**config.mk**
```make
export PLATFORM = sky130hd
export DESIGN_NAME = conv_control
export DESIGN_NICKNAME = d
export VERILOG_FILES = /design/src/hdl/tsense_pkg.sv /design/src/hdl/conv_control.sv /design/src/hdl/sync2.sv
export SDC_FILE = /design/constraint.sdc
export NUM_CORES = 1
export LEC_CHECK = 0
export BUFFER_PORTS_ARGS = -buffer_cell sky130_fd_sc_hd__clkbuf_2
export CAP_MARGIN = 30
export CORE_ASPECT_RATIO = 1.25
export CORE_MARGIN = 5
export CORE_UTILIZATION = 60
export CTS_BUF_LIST = sky130_fd_sc_hd__clkbuf_16
export CTS_CLUSTER_SIZE = 30
export DETAILED_ROUTE_END_ITERATION = 7
export PLACE_DENSITY_LB_ADDON = 0.1
export RECOVER_POWER = 100
export SLEW_MARGIN = 15
export SYNTH_ARGS = -nofsm -noshare
export SYNTH_HDL_FRONTEND = slang
export SYNTH_SLANG_ARGS = --single-unit
```
**constraint.sdc**
```tcl
create_clock -name pclk -period 4.8 [get_ports pclk]
set_input_delay 0.24 -clock pclk [delete_from_list [all_inputs] [get_ports pclk]]
set_output_delay 0.24 -clock pclk [all_outputs]
set_load 0.01 [all_outputs]
```
**src/hdl/tsense_pkg.sv**
```systemverilog
package tsense_pkg;

	// ==========================================
	// Timing
	localparam int CLK_MHZ            = 200;
	localparam int POWERUP_NS         = 4000;
	localparam int POWERUP_CYCLES     = (POWERUP_NS * CLK_MHZ + 999) / 1000;
	localparam int AUTO_PERIOD_US     = 400;
	localparam int AUTO_PERIOD_CYCLES = AUTO_PERIOD_US * CLK_MHZ;
	localparam int AUTO_CNT_W         = 17;
	localparam int TMR_W              = 10;
	localparam logic [TMR_W-1:0] POWERUP_LOAD = TMR_W'(POWERUP_CYCLES - 1);
	localparam logic [1:0] INIT_DONE  = 2'h3;

	// ==========================================
	// Register offsets
	localparam int ADDR_W = 12;
	localparam logic [ADDR_W-1:0] OFF_CONFIG  = 12'h000;
	localparam logic [ADDR_W-1:0] OFF_SECONDARY_CONFIGURATION_REGISTER = 12'h004;
	localparam logic [ADDR_W-1:0] OFF_HYST    = 12'h008;
	localparam logic [ADDR_W-1:0] OFF_TRIP    = 12'h00C;
	localparam logic [ADDR_W-1:0] OFF_STATUS  = 12'h010;
	localparam logic [ADDR_W-1:0] OFF_RESULT  = 12'h014;
	localparam logic [ADDR_W-1:0] OFF_BUSADDR = 12'h018;

	// ==========================================
	// Fields and reset values
	localparam int CFG_SHUTDOWN_BIT   = 0;
	localparam int CFG2_PIN_MODE_BIT  = 7;
	localparam logic [7:0]  CONFIG_RST  = 8'h00;
	localparam logic [7:0]  SECONDARY_CONFIGURATION_REGISTER_RST = 8'h00;
	localparam logic [15:0] HYST_RST    = 16'h4B00;
	localparam logic [15:0] TRIP_RST    = 16'h5500;
	localparam logic [9:0]  RESULT_RST  = 10'h000;
	localparam logic [3:0]  BUS_ADDR_HI = 4'h9;
	localparam int WR_CONFIG_BIT  = 0;
	localparam int WR_SECONDARY_CONFIGURATION_REGISTER_BIT = 1;
	localparam int WR_HYST_BIT    = 2;
	localparam int WR_TRIP_BIT    = 3;
	localparam logic [3:0] WR_ALL = 4'hF;
	localparam int STAT_VALID_BIT = 3;
	localparam int STAT_PIN_BIT   = 4;

	// ==========================================
	// Types
	typedef enum logic [2:0] {
		ST_INIT,
		ST_IDLE,
		ST_POWERUP,
		ST_WAIT_FALL,
		ST_CONVERT
	} conv_state_t;

	typedef struct packed {
		logic power_up;
		logic hold;
		logic start;
	} conv_ctrl_t;

endpackage

```
**src/hdl/conv_control.sv**
```systemverilog
`timescale 1ns/10ps
module conv_control
	import tsense_pkg::*;
#(
	parameter int unsigned AUTO_CYCLES = AUTO_PERIOD_CYCLES
) (
	// Clock and reset
	input  wire logic              pclk,
	input  wire logic              presetn,
	// APB slave
	input  wire logic              psel,
	input  wire logic              penable,
	input  wire logic              pwrite,
	input  wire logic [ADDR_W-1:0] paddr,
	input  wire logic [31:0]       pwdata,
	output logic      [31:0]       prdata,
	output logic                   pready,
	output logic                   pslverr,
	// Pins
	input  wire logic              conversion_start_pin,
	input  wire logic [2:0]        addr_pins,
	input  wire logic              por_load_fail,
	// Converter
	input  wire logic              conv_done,
	input  wire logic [9:0]        conv_data,
	output conv_ctrl_t             conv_ctrl
);

	localparam logic [AUTO_CNT_W-1:0] AUTO_LOAD = AUTO_CNT_W'(AUTO_CYCLES - 1);

	// ==========================================
	// Pin synchronisers
	logic [4:0] pins_s;
	logic       pin_s;
	logic [2:0] addr_s;
	logic       fail_s;

	sync2 #(
		.W (5)
	) u_sync (
		.pclk    (pclk),
		.presetn (presetn),
		.d       ({por_load_fail, addr_pins, conversion_start_pin}),
		.q       (pins_s)
	);

	assign pin_s  = pins_s[0];
	assign addr_s = pins_s[3:1];
	assign fail_s = pins_s[4];

	// ==========================================
	// State
	logic [7:0]            config_r,   config_nxt;
	logic [7:0]            secondary_configuration_register_r,  secondary_configuration_register_nxt;
	logic [15:0]           hyst_r,     hyst_nxt;
	logic [15:0]           trip_r,     trip_nxt;
	logic [9:0]            result_r,   result_nxt;
	logic [6:0]            busaddr_r,  busaddr_nxt;
	logic [3:0]            written_r,  written_nxt;
	logic                  valid_r,    valid_nxt;
	logic                  oneshot_r,  oneshot_nxt;
	logic [1:0]            init_r,     init_nxt;
	logic                  pin_d_r,    pin_d_nxt;
	logic [TMR_W-1:0]      tmr_r,      tmr_nxt;
	logic [AUTO_CNT_W-1:0] auto_r,     auto_nxt;
	conv_state_t           state_r,    state_nxt;
	conv_ctrl_t            ctrl_r,     ctrl_nxt;
	logic [31:0]           prdata_r,   prdata_nxt;
	logic                  pready_r,   pready_nxt;
	logic                  pslverr_r,  pslverr_nxt;

	logic        setup;
	logic        wr_fire;
	logic        addr_ok;
	logic [31:0] rd_data;
	logic        pin_mode;
	logic        auto_en;
	logic        rise;
	logic        fall;

	assign pin_mode = secondary_configuration_register_r[CFG2_PIN_MODE_BIT];
	assign auto_en  = !pin_mode && !config_r[CFG_SHUTDOWN_BIT];
	assign rise     = pin_s && !pin_d_r;
	assign fall     = !pin_s && pin_d_r;
	assign setup    = psel && !penable;
	assign wr_fire  = psel && penable && pready_r && pwrite && addr_ok;

	// ==========================================
	// Register read decode
	always_comb begin
		rd_data = 32'h0000_0000;
		addr_ok = 1'b1;
		if (paddr == OFF_CONFIG) begin
			rd_data[7:0] = config_r;
		end else if (paddr == OFF_SECONDARY_CONFIGURATION_REGISTER) begin
			rd_data[7:0] = secondary_configuration_register_r;
		end else if (paddr == OFF_HYST) begin
			rd_data[15:0] = hyst_r;
		end else if (paddr == OFF_TRIP) begin
			rd_data[15:0] = trip_r;
		end else if (paddr == OFF_STATUS) begin
			rd_data[2:0]            = state_r;
			rd_data[STAT_VALID_BIT] = valid_r;
			rd_data[STAT_PIN_BIT]   = pin_mode;
		end else if (paddr == OFF_RESULT) begin
			rd_data[9:0] = result_r;
		end else if (paddr == OFF_BUSADDR) begin
			rd_data[6:0] = busaddr_r;
		end else begin
			addr_ok = 1'b0;
		end
	end

	// ==========================================
	// APB answer
	always_comb begin
		pready_nxt  = setup;
		pslverr_nxt = setup && !addr_ok;
		prdata_nxt  = (setup && !pwrite) ? rd_data : prdata_r;
	end

	// ==========================================
	// Register writes
	always_comb begin
		config_nxt  = config_r;
		secondary_configuration_register_nxt = secondary_configuration_register_r;
		hyst_nxt    = hyst_r;
		trip_nxt    = trip_r;
		written_nxt = written_r;
		busaddr_nxt = {BUS_ADDR_HI, addr_s};
		if (wr_fire) begin
			if (paddr == OFF_CONFIG) begin
				config_nxt                 = pwdata[7:0];
				written_nxt[WR_CONFIG_BIT] = 1'b1;
			end else if (paddr == OFF_SECONDARY_CONFIGURATION_REGISTER) begin
				secondary_configuration_register_nxt                 = pwdata[7:0];
				written_nxt[WR_SECONDARY_CONFIGURATION_REGISTER_BIT] = 1'b1;
			end else if (paddr == OFF_HYST) begin
				hyst_nxt                 = pwdata[15:0];
				written_nxt[WR_HYST_BIT] = 1'b1;
			end else if (paddr == OFF_TRIP) begin
				trip_nxt                 = pwdata[15:0];
				written_nxt[WR_TRIP_BIT] = 1'b1;
			end
		end
	end

	// ==========================================
	// Conversion sequencing
	always_comb begin
		state_nxt   = state_r;
		ctrl_nxt    = ctrl_r;
		tmr_nxt     = tmr_r;
		auto_nxt    = auto_r;
		valid_nxt   = valid_r;
		init_nxt    = init_r;
		oneshot_nxt = oneshot_r;
		result_nxt  = result_r;
		pin_d_nxt   = pin_s;
		ctrl_nxt.start = 1'b0;

		if (written_r == WR_ALL) begin
			valid_nxt = 1'b1;
		end

		// Periodic timer, counts only in auto mode
		if (!auto_en || !valid_r) begin
			auto_nxt = AUTO_LOAD;
		end else if (auto_r != '0) begin
			auto_nxt = auto_r - AUTO_CNT_W'(1);
		end

		case (state_r)
			ST_INIT: begin
				ctrl_nxt = '0;
				if (init_r != INIT_DONE) begin
					init_nxt = init_r + 2'h1;
				end else if (!fail_s || valid_r) begin
					valid_nxt = 1'b1;
					state_nxt = ST_IDLE;
				end
			end
			ST_IDLE: begin
				ctrl_nxt = '0;
				if (pin_mode) begin
					oneshot_nxt = 1'b0;
					if (rise) begin
						tmr_nxt           = POWERUP_LOAD;
						ctrl_nxt.power_up = 1'b1;
						state_nxt         = ST_POWERUP;
					end
				end else if ((auto_en && auto_r == '0) || oneshot_r) begin
					oneshot_nxt = 1'b0;
					auto_nxt    = AUTO_LOAD;
					ctrl_nxt    = '{power_up: 1'b1, hold: 1'b1, start: 1'b1};
					state_nxt   = ST_CONVERT;
				end
			end
			ST_POWERUP: begin
				if (tmr_r != '0) begin
					tmr_nxt = tmr_r - TMR_W'(1);
				end else if (pin_s) begin
					state_nxt = ST_WAIT_FALL;
				end else begin
					ctrl_nxt.hold  = 1'b1;
					ctrl_nxt.start = 1'b1;
					state_nxt      = ST_CONVERT;
				end
			end
			ST_WAIT_FALL: begin
				if (fall) begin
					ctrl_nxt.hold  = 1'b1;
					ctrl_nxt.start = 1'b1;
					state_nxt      = ST_CONVERT;
				end
			end
			ST_CONVERT: begin
				if (conv_done) begin
					result_nxt = conv_data;
					ctrl_nxt   = '0;
					state_nxt  = ST_IDLE;
				end
			end
			default: begin
				ctrl_nxt  = '0;
				state_nxt = ST_INIT;
			end
		endcase

		// One conversion per config write while shut down
		// After the case so a new request beats the idle clear
		if (wr_fire && paddr == OFF_CONFIG && pwdata[CFG_SHUTDOWN_BIT] && !pin_mode) begin
			oneshot_nxt = 1'b1;
		end
	end

	// ==========================================
	// APB answer registers
	always_ff @(posedge pclk or negedge presetn) begin
		if (!presetn) begin
			prdata_r  <= 32'h0000_0000;
			pready_r  <= 1'b0;
			pslverr_r <= 1'b0;
		end else begin
			prdata_r  <= prdata_nxt;
			pready_r  <= pready_nxt;
			pslverr_r <= pslverr_nxt;
		end
	end

	// ==========================================
	// Register file
	always_ff @(posedge pclk or negedge presetn) begin
		if (!presetn) begin
			config_r  <= CONFIG_RST;
			secondary_configuration_register_r <= SECONDARY_CONFIGURATION_REGISTER_RST;
			hyst_r    <= HYST_RST;
			trip_r    <= TRIP_RST;
			busaddr_r <= 7'h00;
			written_r <= 4'h0;
		end else begin
			config_r  <= config_nxt;
			secondary_configuration_register_r <= secondary_configuration_register_nxt;
			hyst_r    <= hyst_nxt;
			trip_r    <= trip_nxt;
			busaddr_r <= busaddr_nxt;
			written_r <= written_nxt;
		end
	end

	// ==========================================
	// Sequencer registers
	always_ff @(posedge pclk or negedge presetn) begin
		if (!presetn) begin
			result_r  <= RESULT_RST;
			valid_r   <= 1'b0;
			oneshot_r <= 1'b0;
			init_r    <= 2'h0;
			pin_d_r   <= 1'b0;
			tmr_r     <= '0;
			auto_r    <= '0;
			state_r   <= ST_INIT;
			ctrl_r    <= '0;
		end else begin
			result_r  <= result_nxt;
			valid_r   <= valid_nxt;
			oneshot_r <= oneshot_nxt;
			init_r    <= init_nxt;
			pin_d_r   <= pin_d_nxt;
			tmr_r     <= tmr_nxt;
			auto_r    <= auto_nxt;
			state_r   <= state_nxt;
			ctrl_r    <= ctrl_nxt;
		end
	end

	// ==========================================
	// Outputs
	assign prdata    = prdata_r;
	assign pready    = pready_r;
	assign pslverr   = pslverr_r;
	assign conv_ctrl = ctrl_r;

endmodule

```
**src/hdl/sync2.sv**
```systemverilog
`timescale 1ns/10ps
module sync2 #(
	parameter int W = 1
) (
	// Clock and reset
	input  wire logic         pclk,
	input  wire logic         presetn,
	// Data
	input  wire logic [W-1:0] d,
	output logic      [W-1:0] q
);

	logic [W-1:0] meta_r;
	logic [W-1:0] meta_nxt;
	logic [W-1:0] q_nxt;

	always_comb begin
		meta_nxt = d;
		q_nxt    = meta_r;
	end

	always_ff @(posedge pclk or negedge presetn) begin
		if (!presetn) begin
			meta_r <= '0;
			q      <= '0;
		end else begin
			meta_r <= meta_nxt;
			q      <= q_nxt;
		end
	end

endmodule

```
==> results of run 1 <==
[sequential cells by signal, indices dropped and copies added (netlist names)]
signal,count
config_r,8
busaddr_r,4
result_r,10
init_r,2
u_sync.meta_r,5
tmr_r,10
auto_r,17
prdata,16
hyst_r,16
written_r,4
state_r,3
trip_r,16
pin_d_r,1
secondary_configuration_register_r,8
u_sync.q,5
conv_ctrl,3
pready,1
pslverr,1
oneshot_r,1
valid_r,1
[power breakdown]
part / switching [mW] / total (mW) / leakage, nW / internal [mW]
sequential: 0.0546 / 1.23 / 1.70 / 1.17
clock: 0.479 / 1.40 / 0.311 / 0.917
combinational: 0.180 / 0.304 / 1.26 / 0.123
[logic make-up after synthesis]
group	Yosys count	share of synthesized area
muxes	62	0.114
adders and majority gates	4	0.00818
xor gates and xnor gates	17	0.0243
DFF	132	0.542
buffers and inverters	53	0.0446
other	2	0.00123
AOI/OAI and AO/OA	95	0.106
and+or+nand+nor	179	0.161
[cells in the mapped netlist (5+ instances only)]
master    number
buf_4         17
o21ai_0       18
xnor2_1        6
nor3_1        15
nor4_1         8
nor2b_1        7
nand3_1       16
a221oi_1       5
dfrtp_1      124
mux2_2        61
clkbuf_1      18
and3_1         5
dfstp_2        8
nand2_1       43
a21oi_1       23
a22oi_1        7
nand2b_1      15
xor2_1        11
o211ai_1       9
or3_1          7
inv_1         14
or2_2          7
nor2_1        26
[path summary, 6_finish.rpt]
check | slack [ps] | endpoint | startpoint
hold reg to reg | 350 | u_sync.q[0] | u_sync.meta_r[0]
max in group asynchronous | 1800 | written_r[3] | presetn
setup reg to reg | 2050 | hyst_r[6] | pready
hold / removal | 60 | result_r[8] | conv_data[8]
setup / recovery | 1420 | hyst_r[6] | paddr[3]
min in group asynchronous | 910 | tmr_r[1] | presetn
[metal layers]
layer  part of all wire  vias to the layer above  GRT usage
li1                   -                     2085          -
met1               0.41                     2215      0.289
met2               0.53                      125      0.384
met3              0.048                       12     0.0497
met4              0.014                        0     0.0918
met5                  0                        -          0
[final cells by class]
type	instances	area, µm²
Fill cell	760	2920
Inverter	14	52.6
Timing Repair Buffer	79	394
Clock inverter	15	215
Sequential cell	132	3310
Tap cell	129	161
Multi-Input combinational cell	374	2570
Clock buffer	17	425
[worst max-delay path, stage by stage]
cell      delay, ps
clkbuf_1        950
nor3_1          160
and2_0          240
or4_1           480
nor2_1          450
clkbuf_1        720
mux2_2          420
==> flow_metrics.tcl, run 1 <==
set metrics [dict create \
    outcome "finished, violations left" \
    violations "max-capacitance violations, max-slew violations" \
    preCtsSetupSlack_ps 1760 \
    ir_drop_v 0.000231 \
    vias 4437 \
    grt_first_pass_wirelength_um 22100 \
    dieArea_mm2 0.0123 \
    layout.cells.most_common_list "dfrtp_1, mux2_2, clkbuf_2, nand2_1, nor2_1" \
    endpoint_kind "flip-flop" \
    ys.flop_type "dfrtp_1" \
    synth_seq_cells 132 \
    whs_path_depth 2 \
    arrival_ps 3670 \
    fin_ws_ps 1420 \
    max_freq_mhz 296 \
    fin_crit_ps 3380 \
    ant_nets 0 \
    num-nets-final 687 \
    synth.distinct_cells 61 \
    netlist_instances 544 \
    clock-root-buffer "clkbuf_16" \
    cts.sinks 132 \
    drtIter0Drc 204 \
    core_area_mm2 0.0101 \
    tightestPinTransition_ps 1980 \
    fp.dieH_um 123 \
    areaGrowthSynthToFinish_pct 16.6 \
    syn_area_per_cell_um2 11.2 \
    insertion_delay_ps 410 \
    drive_above_1_share 0.242 \
    yosysWarnings 0 \
    synth_area_mm2 0.00612 \
    final_max_slew_viol_count 48 \
    io_pins 102 \
    hold_slack_ps 55.9 \
    utilization 0.710 \
    cts_setup_buffers 0 \
    cp-start-kind "input port" \
    cts_made_buffers 17 \
    p_leak_nw 3.27 \
    hold_viol_final 0 \
    crit_fanout 30 \
    synth_top_cell_area_share 0.507 \
    overflow 0 \
    powerDensity_mw_per_mm2 410 \
    cts.htree.levels 4 \
    cts_buffer_depth 2 \
    wl_per_cell_um 17.4 \
    antenna_found_initial 0 \
    fin_crit_sh 0.704 \
    finalClockSkew_ps 14.8 \
    io_buffers 69 \
    cts_resized 0 \
    firstDrtPassIters 5 \
    cap_violations 2 \
    grt_usage 0.229 \
    worstSetupPathType "in2reg" \
    cts_tree "yes" \
    rsz0062_at_grt "no" \
    grt_max_degree 51 \
    finalNonFillerCells 760 \
    post-dp-hpwl_um 8960 \
    gp_congestion 0.826 \
    clkTransAtPathRegs_ps 60 \
    seq_area_frac_synth 0.542 \
    ys_top_cells_by_area "dfrtp_1, mux2_2, dfstp_2" \
    synthArstFlopShare 1.00 \
    wirelength_um 13200 \
    synth_edf_count 0 \
    layout_commonest_cell "dfrtp_1" \
    placed_cell_area_mm2 0.00648 \
    num_rows 41 \
    finalSetupTns_ps 0 \
    setup_viol 0 \
    relSlewSlack -0.318 \
    num_antenna_cells 0 \
    drc 0 \
    ff2ff_path_depth 5 \
    crit_required_ps 5090 \
    fp.dieW_um 100 \
    viasPerCell 5.84 \
    dp_cells 720 \
    yosysTopAreaCell "dfrtp_1" \
    ctsHoldBuffers 6 \
    first_global_vias 4633 \
    power_mw 2.92 \
    hp-class "in2reg" \
    fin_area_mm2 0.00713 \
    start_util 0.609 \
]
No activity file was read; power rests on OpenSTA's default activity.
==> run 2: changes to the inputs <==
Settings changed: CORE_UTILIZATION 60 to 56.
Clock period 4.8 ns to 3.25 ns, I/O delays scaled along.
==> run 2 against run 1 <==
Compared with the run above:
- the run still ends with max-capacitance violations, max-slew violations left
- die area is 6.5% higher
- cell count is 3.8% higher
- global-route usage is 0.81 points lower
- via count is 1.5% higher
- largest power group unchanged
==> flow_metrics.tcl, run 2 (synthesized netlist as in run 1, its figures left out) <==
set metrics [dict create \
    outcome "finished, violations left" \
    violations "max-capacitance violations, max-slew violations" \
    p_leak_nw 3.35 \
    drc 0 \
    hold_viol_final 0 \
    vias 4505 \
    areaGrowthSynthToFinish_pct 20.0 \
    cts.htree.levels 4 \
    cts_tree "yes" \
    r2r-start "pready" \
    gp_congestion 0.820 \
    max_freq_mhz 367 \
    finalClockSkew_ps 7.39 \
    num_antenna_cells 0 \
    setup_viol 0 \
    first_global_vias 4803 \
    fin_crit_ps 2730 \
    clock-root-buffer "clkbuf_16" \
    tightestPinTransition_ps 1780 \
    grt_usage 0.221 \
    clkTransAtPathRegs_ps 60 \
    cp_cell_sequence "nand4_1, or4_1, nor4_1, clkbuf_1, mux2_2" \
    endpoint_kind "flip-flop" \
    relSlewSlack -0.186 \
    drtIter0Drc 199 \
    num-nets-final 713 \
    finalSetupTns_ps 0 \
    drive_above_1_share 0.247 \
    io_buffers 69 \
    ant_nets 0 \
    routed.top_layer "met4" \
    grt_first_pass_wirelength_um 22600 \
    cp-start-kind "flip-flop" \
    slowest_delay_ps 860 \
    placed_cell_area_mm2 0.00658 \
    crit_fanout 5 \
    fp.dieW_um 103 \
    fp.dieH_um 127 \
    cap_violations 1 \
    cts_made_buffers 17 \
    largest_register_ffs 17 \
    worstSetupPathType "reg2reg" \
    rsz0062_at_grt "no" \
    cts_setup_buffers 0 \
    cts.sinks 132 \
    insertion_delay_ps 410 \
    post-dp-hpwl_um 9430 \
    holdCritStartpoint "conv_data[3]" \
    start_util 0.574 \
    cts_buffer_depth 2 \
    io_pins 102 \
    wl_met3_um 525 \
    hp-class "in2reg" \
    wl_per_cell_um 17.4 \
    core_area_mm2 0.0107 \
    fin_area_mm2 0.00734 \
    powerDensity_mw_per_mm2 587 \
    viasPerCell 5.71 \
    dieArea_mm2 0.0131 \
    grt_max_degree 133 \
    utilization 0.688 \
    layout.cells.most_common_list "dfrtp_1, mux2_2, clkbuf_2, nand2_1, clkbuf_1" \
    wirelength_um 13800 \
    ir_drop_v 0.000346 \
    met1_length_um 5670 \
    crit_start "pready" \
    fin_crit_sh 0.839 \
    wl_met2_um 7360 \
    crit_path_top_delay_cell "nor4_1" \
    overflow 0 \
    fill_cells 836 \
    final_max_slew_viol_count 133 \
    arrival_ps 3020 \
    crit_required_ps 3550 \
    regMostFlops "auto_r" \
    firstDrtPassIters 4 \
    num_rows 42 \
    antenna_found_initial 0 \
    layout_commonest_cell "dfrtp_1" \
]
## run 2: changes by cell type in the layout (fill, tap and decap cells not counted), sizes merged
cell	change
clkbuf	+5
bufinv	-1
buf	+5
inv	+1
dlygate4sd3	+16
## run 2: through the flow
stage	setup WS, ps	hold WS [ps]	power (mW)	cells
final	524	10.7	4.31	789
after global routing	373	14.7	4.49	789
after floorplan	1050	-133	2.14	559
after CTS	907	0.401	4.35	788
after global placement	789	270	2.27	734
after detailed placement	749	272	2.30	734
## run 2: final timing paths
check                                                   endpoint  slack, ps  depth (start not counted)
setup / recovery           secondary_configuration_register_r[4]        520                          5
min in group asynchronous                               tmr_r[0]        840                          3
max in group asynchronous                            config_r[5]       1240                          3
hold reg to reg                                      u_sync.q[3]        350                          0
setup reg to reg           secondary_configuration_register_r[4]        520                          5
hold / removal                                       result_r[3]         10                          2
## run 2: layout make-up
class                   count  area, µm²  share of cell area
clock buffers              17        425              0.0579
clock inverters            15        204              0.0278
inverters                  14       52.6             0.00716
multi-input cells         374       2570               0.350
flip-flops and latches    132       3310               0.451
well taps                 132        165              0.0225
repair buffers            105        614              0.0837
## run 2: critical path, delay by kind of cell (launching register included)
| family | cells | cell delay (ps) |
|---|---|---|
| AND/OR/NAND/NOR | 3 | 1540 |
| multiplexers | 1 | 370 |
| flip-flops | 1 | 360 |
| buffers and inverters | 1 | 340 |
## run 2: repair_timing
item,in CTS,in global routing
resized for setup,0,0
hold buffers,22,0
endpoints found under the hold margin,149,0
## run 2: routing by layer
metal / vias to the layer above / global-route usage
li1: 2139 / -
met1: 2253 / 0.269
met2: 99 / 0.382
met3: 14 / 0.0516
met4: 0 / 0.0701
met5: - / 0
## run 2: where the power goes
group	internal (mW)	leakage [nW]	switching [mW]
Sequential	1.73	1.70	0.0834
Combinational	0.197	1.35	0.273
Clock	1.29	0.300	0.739
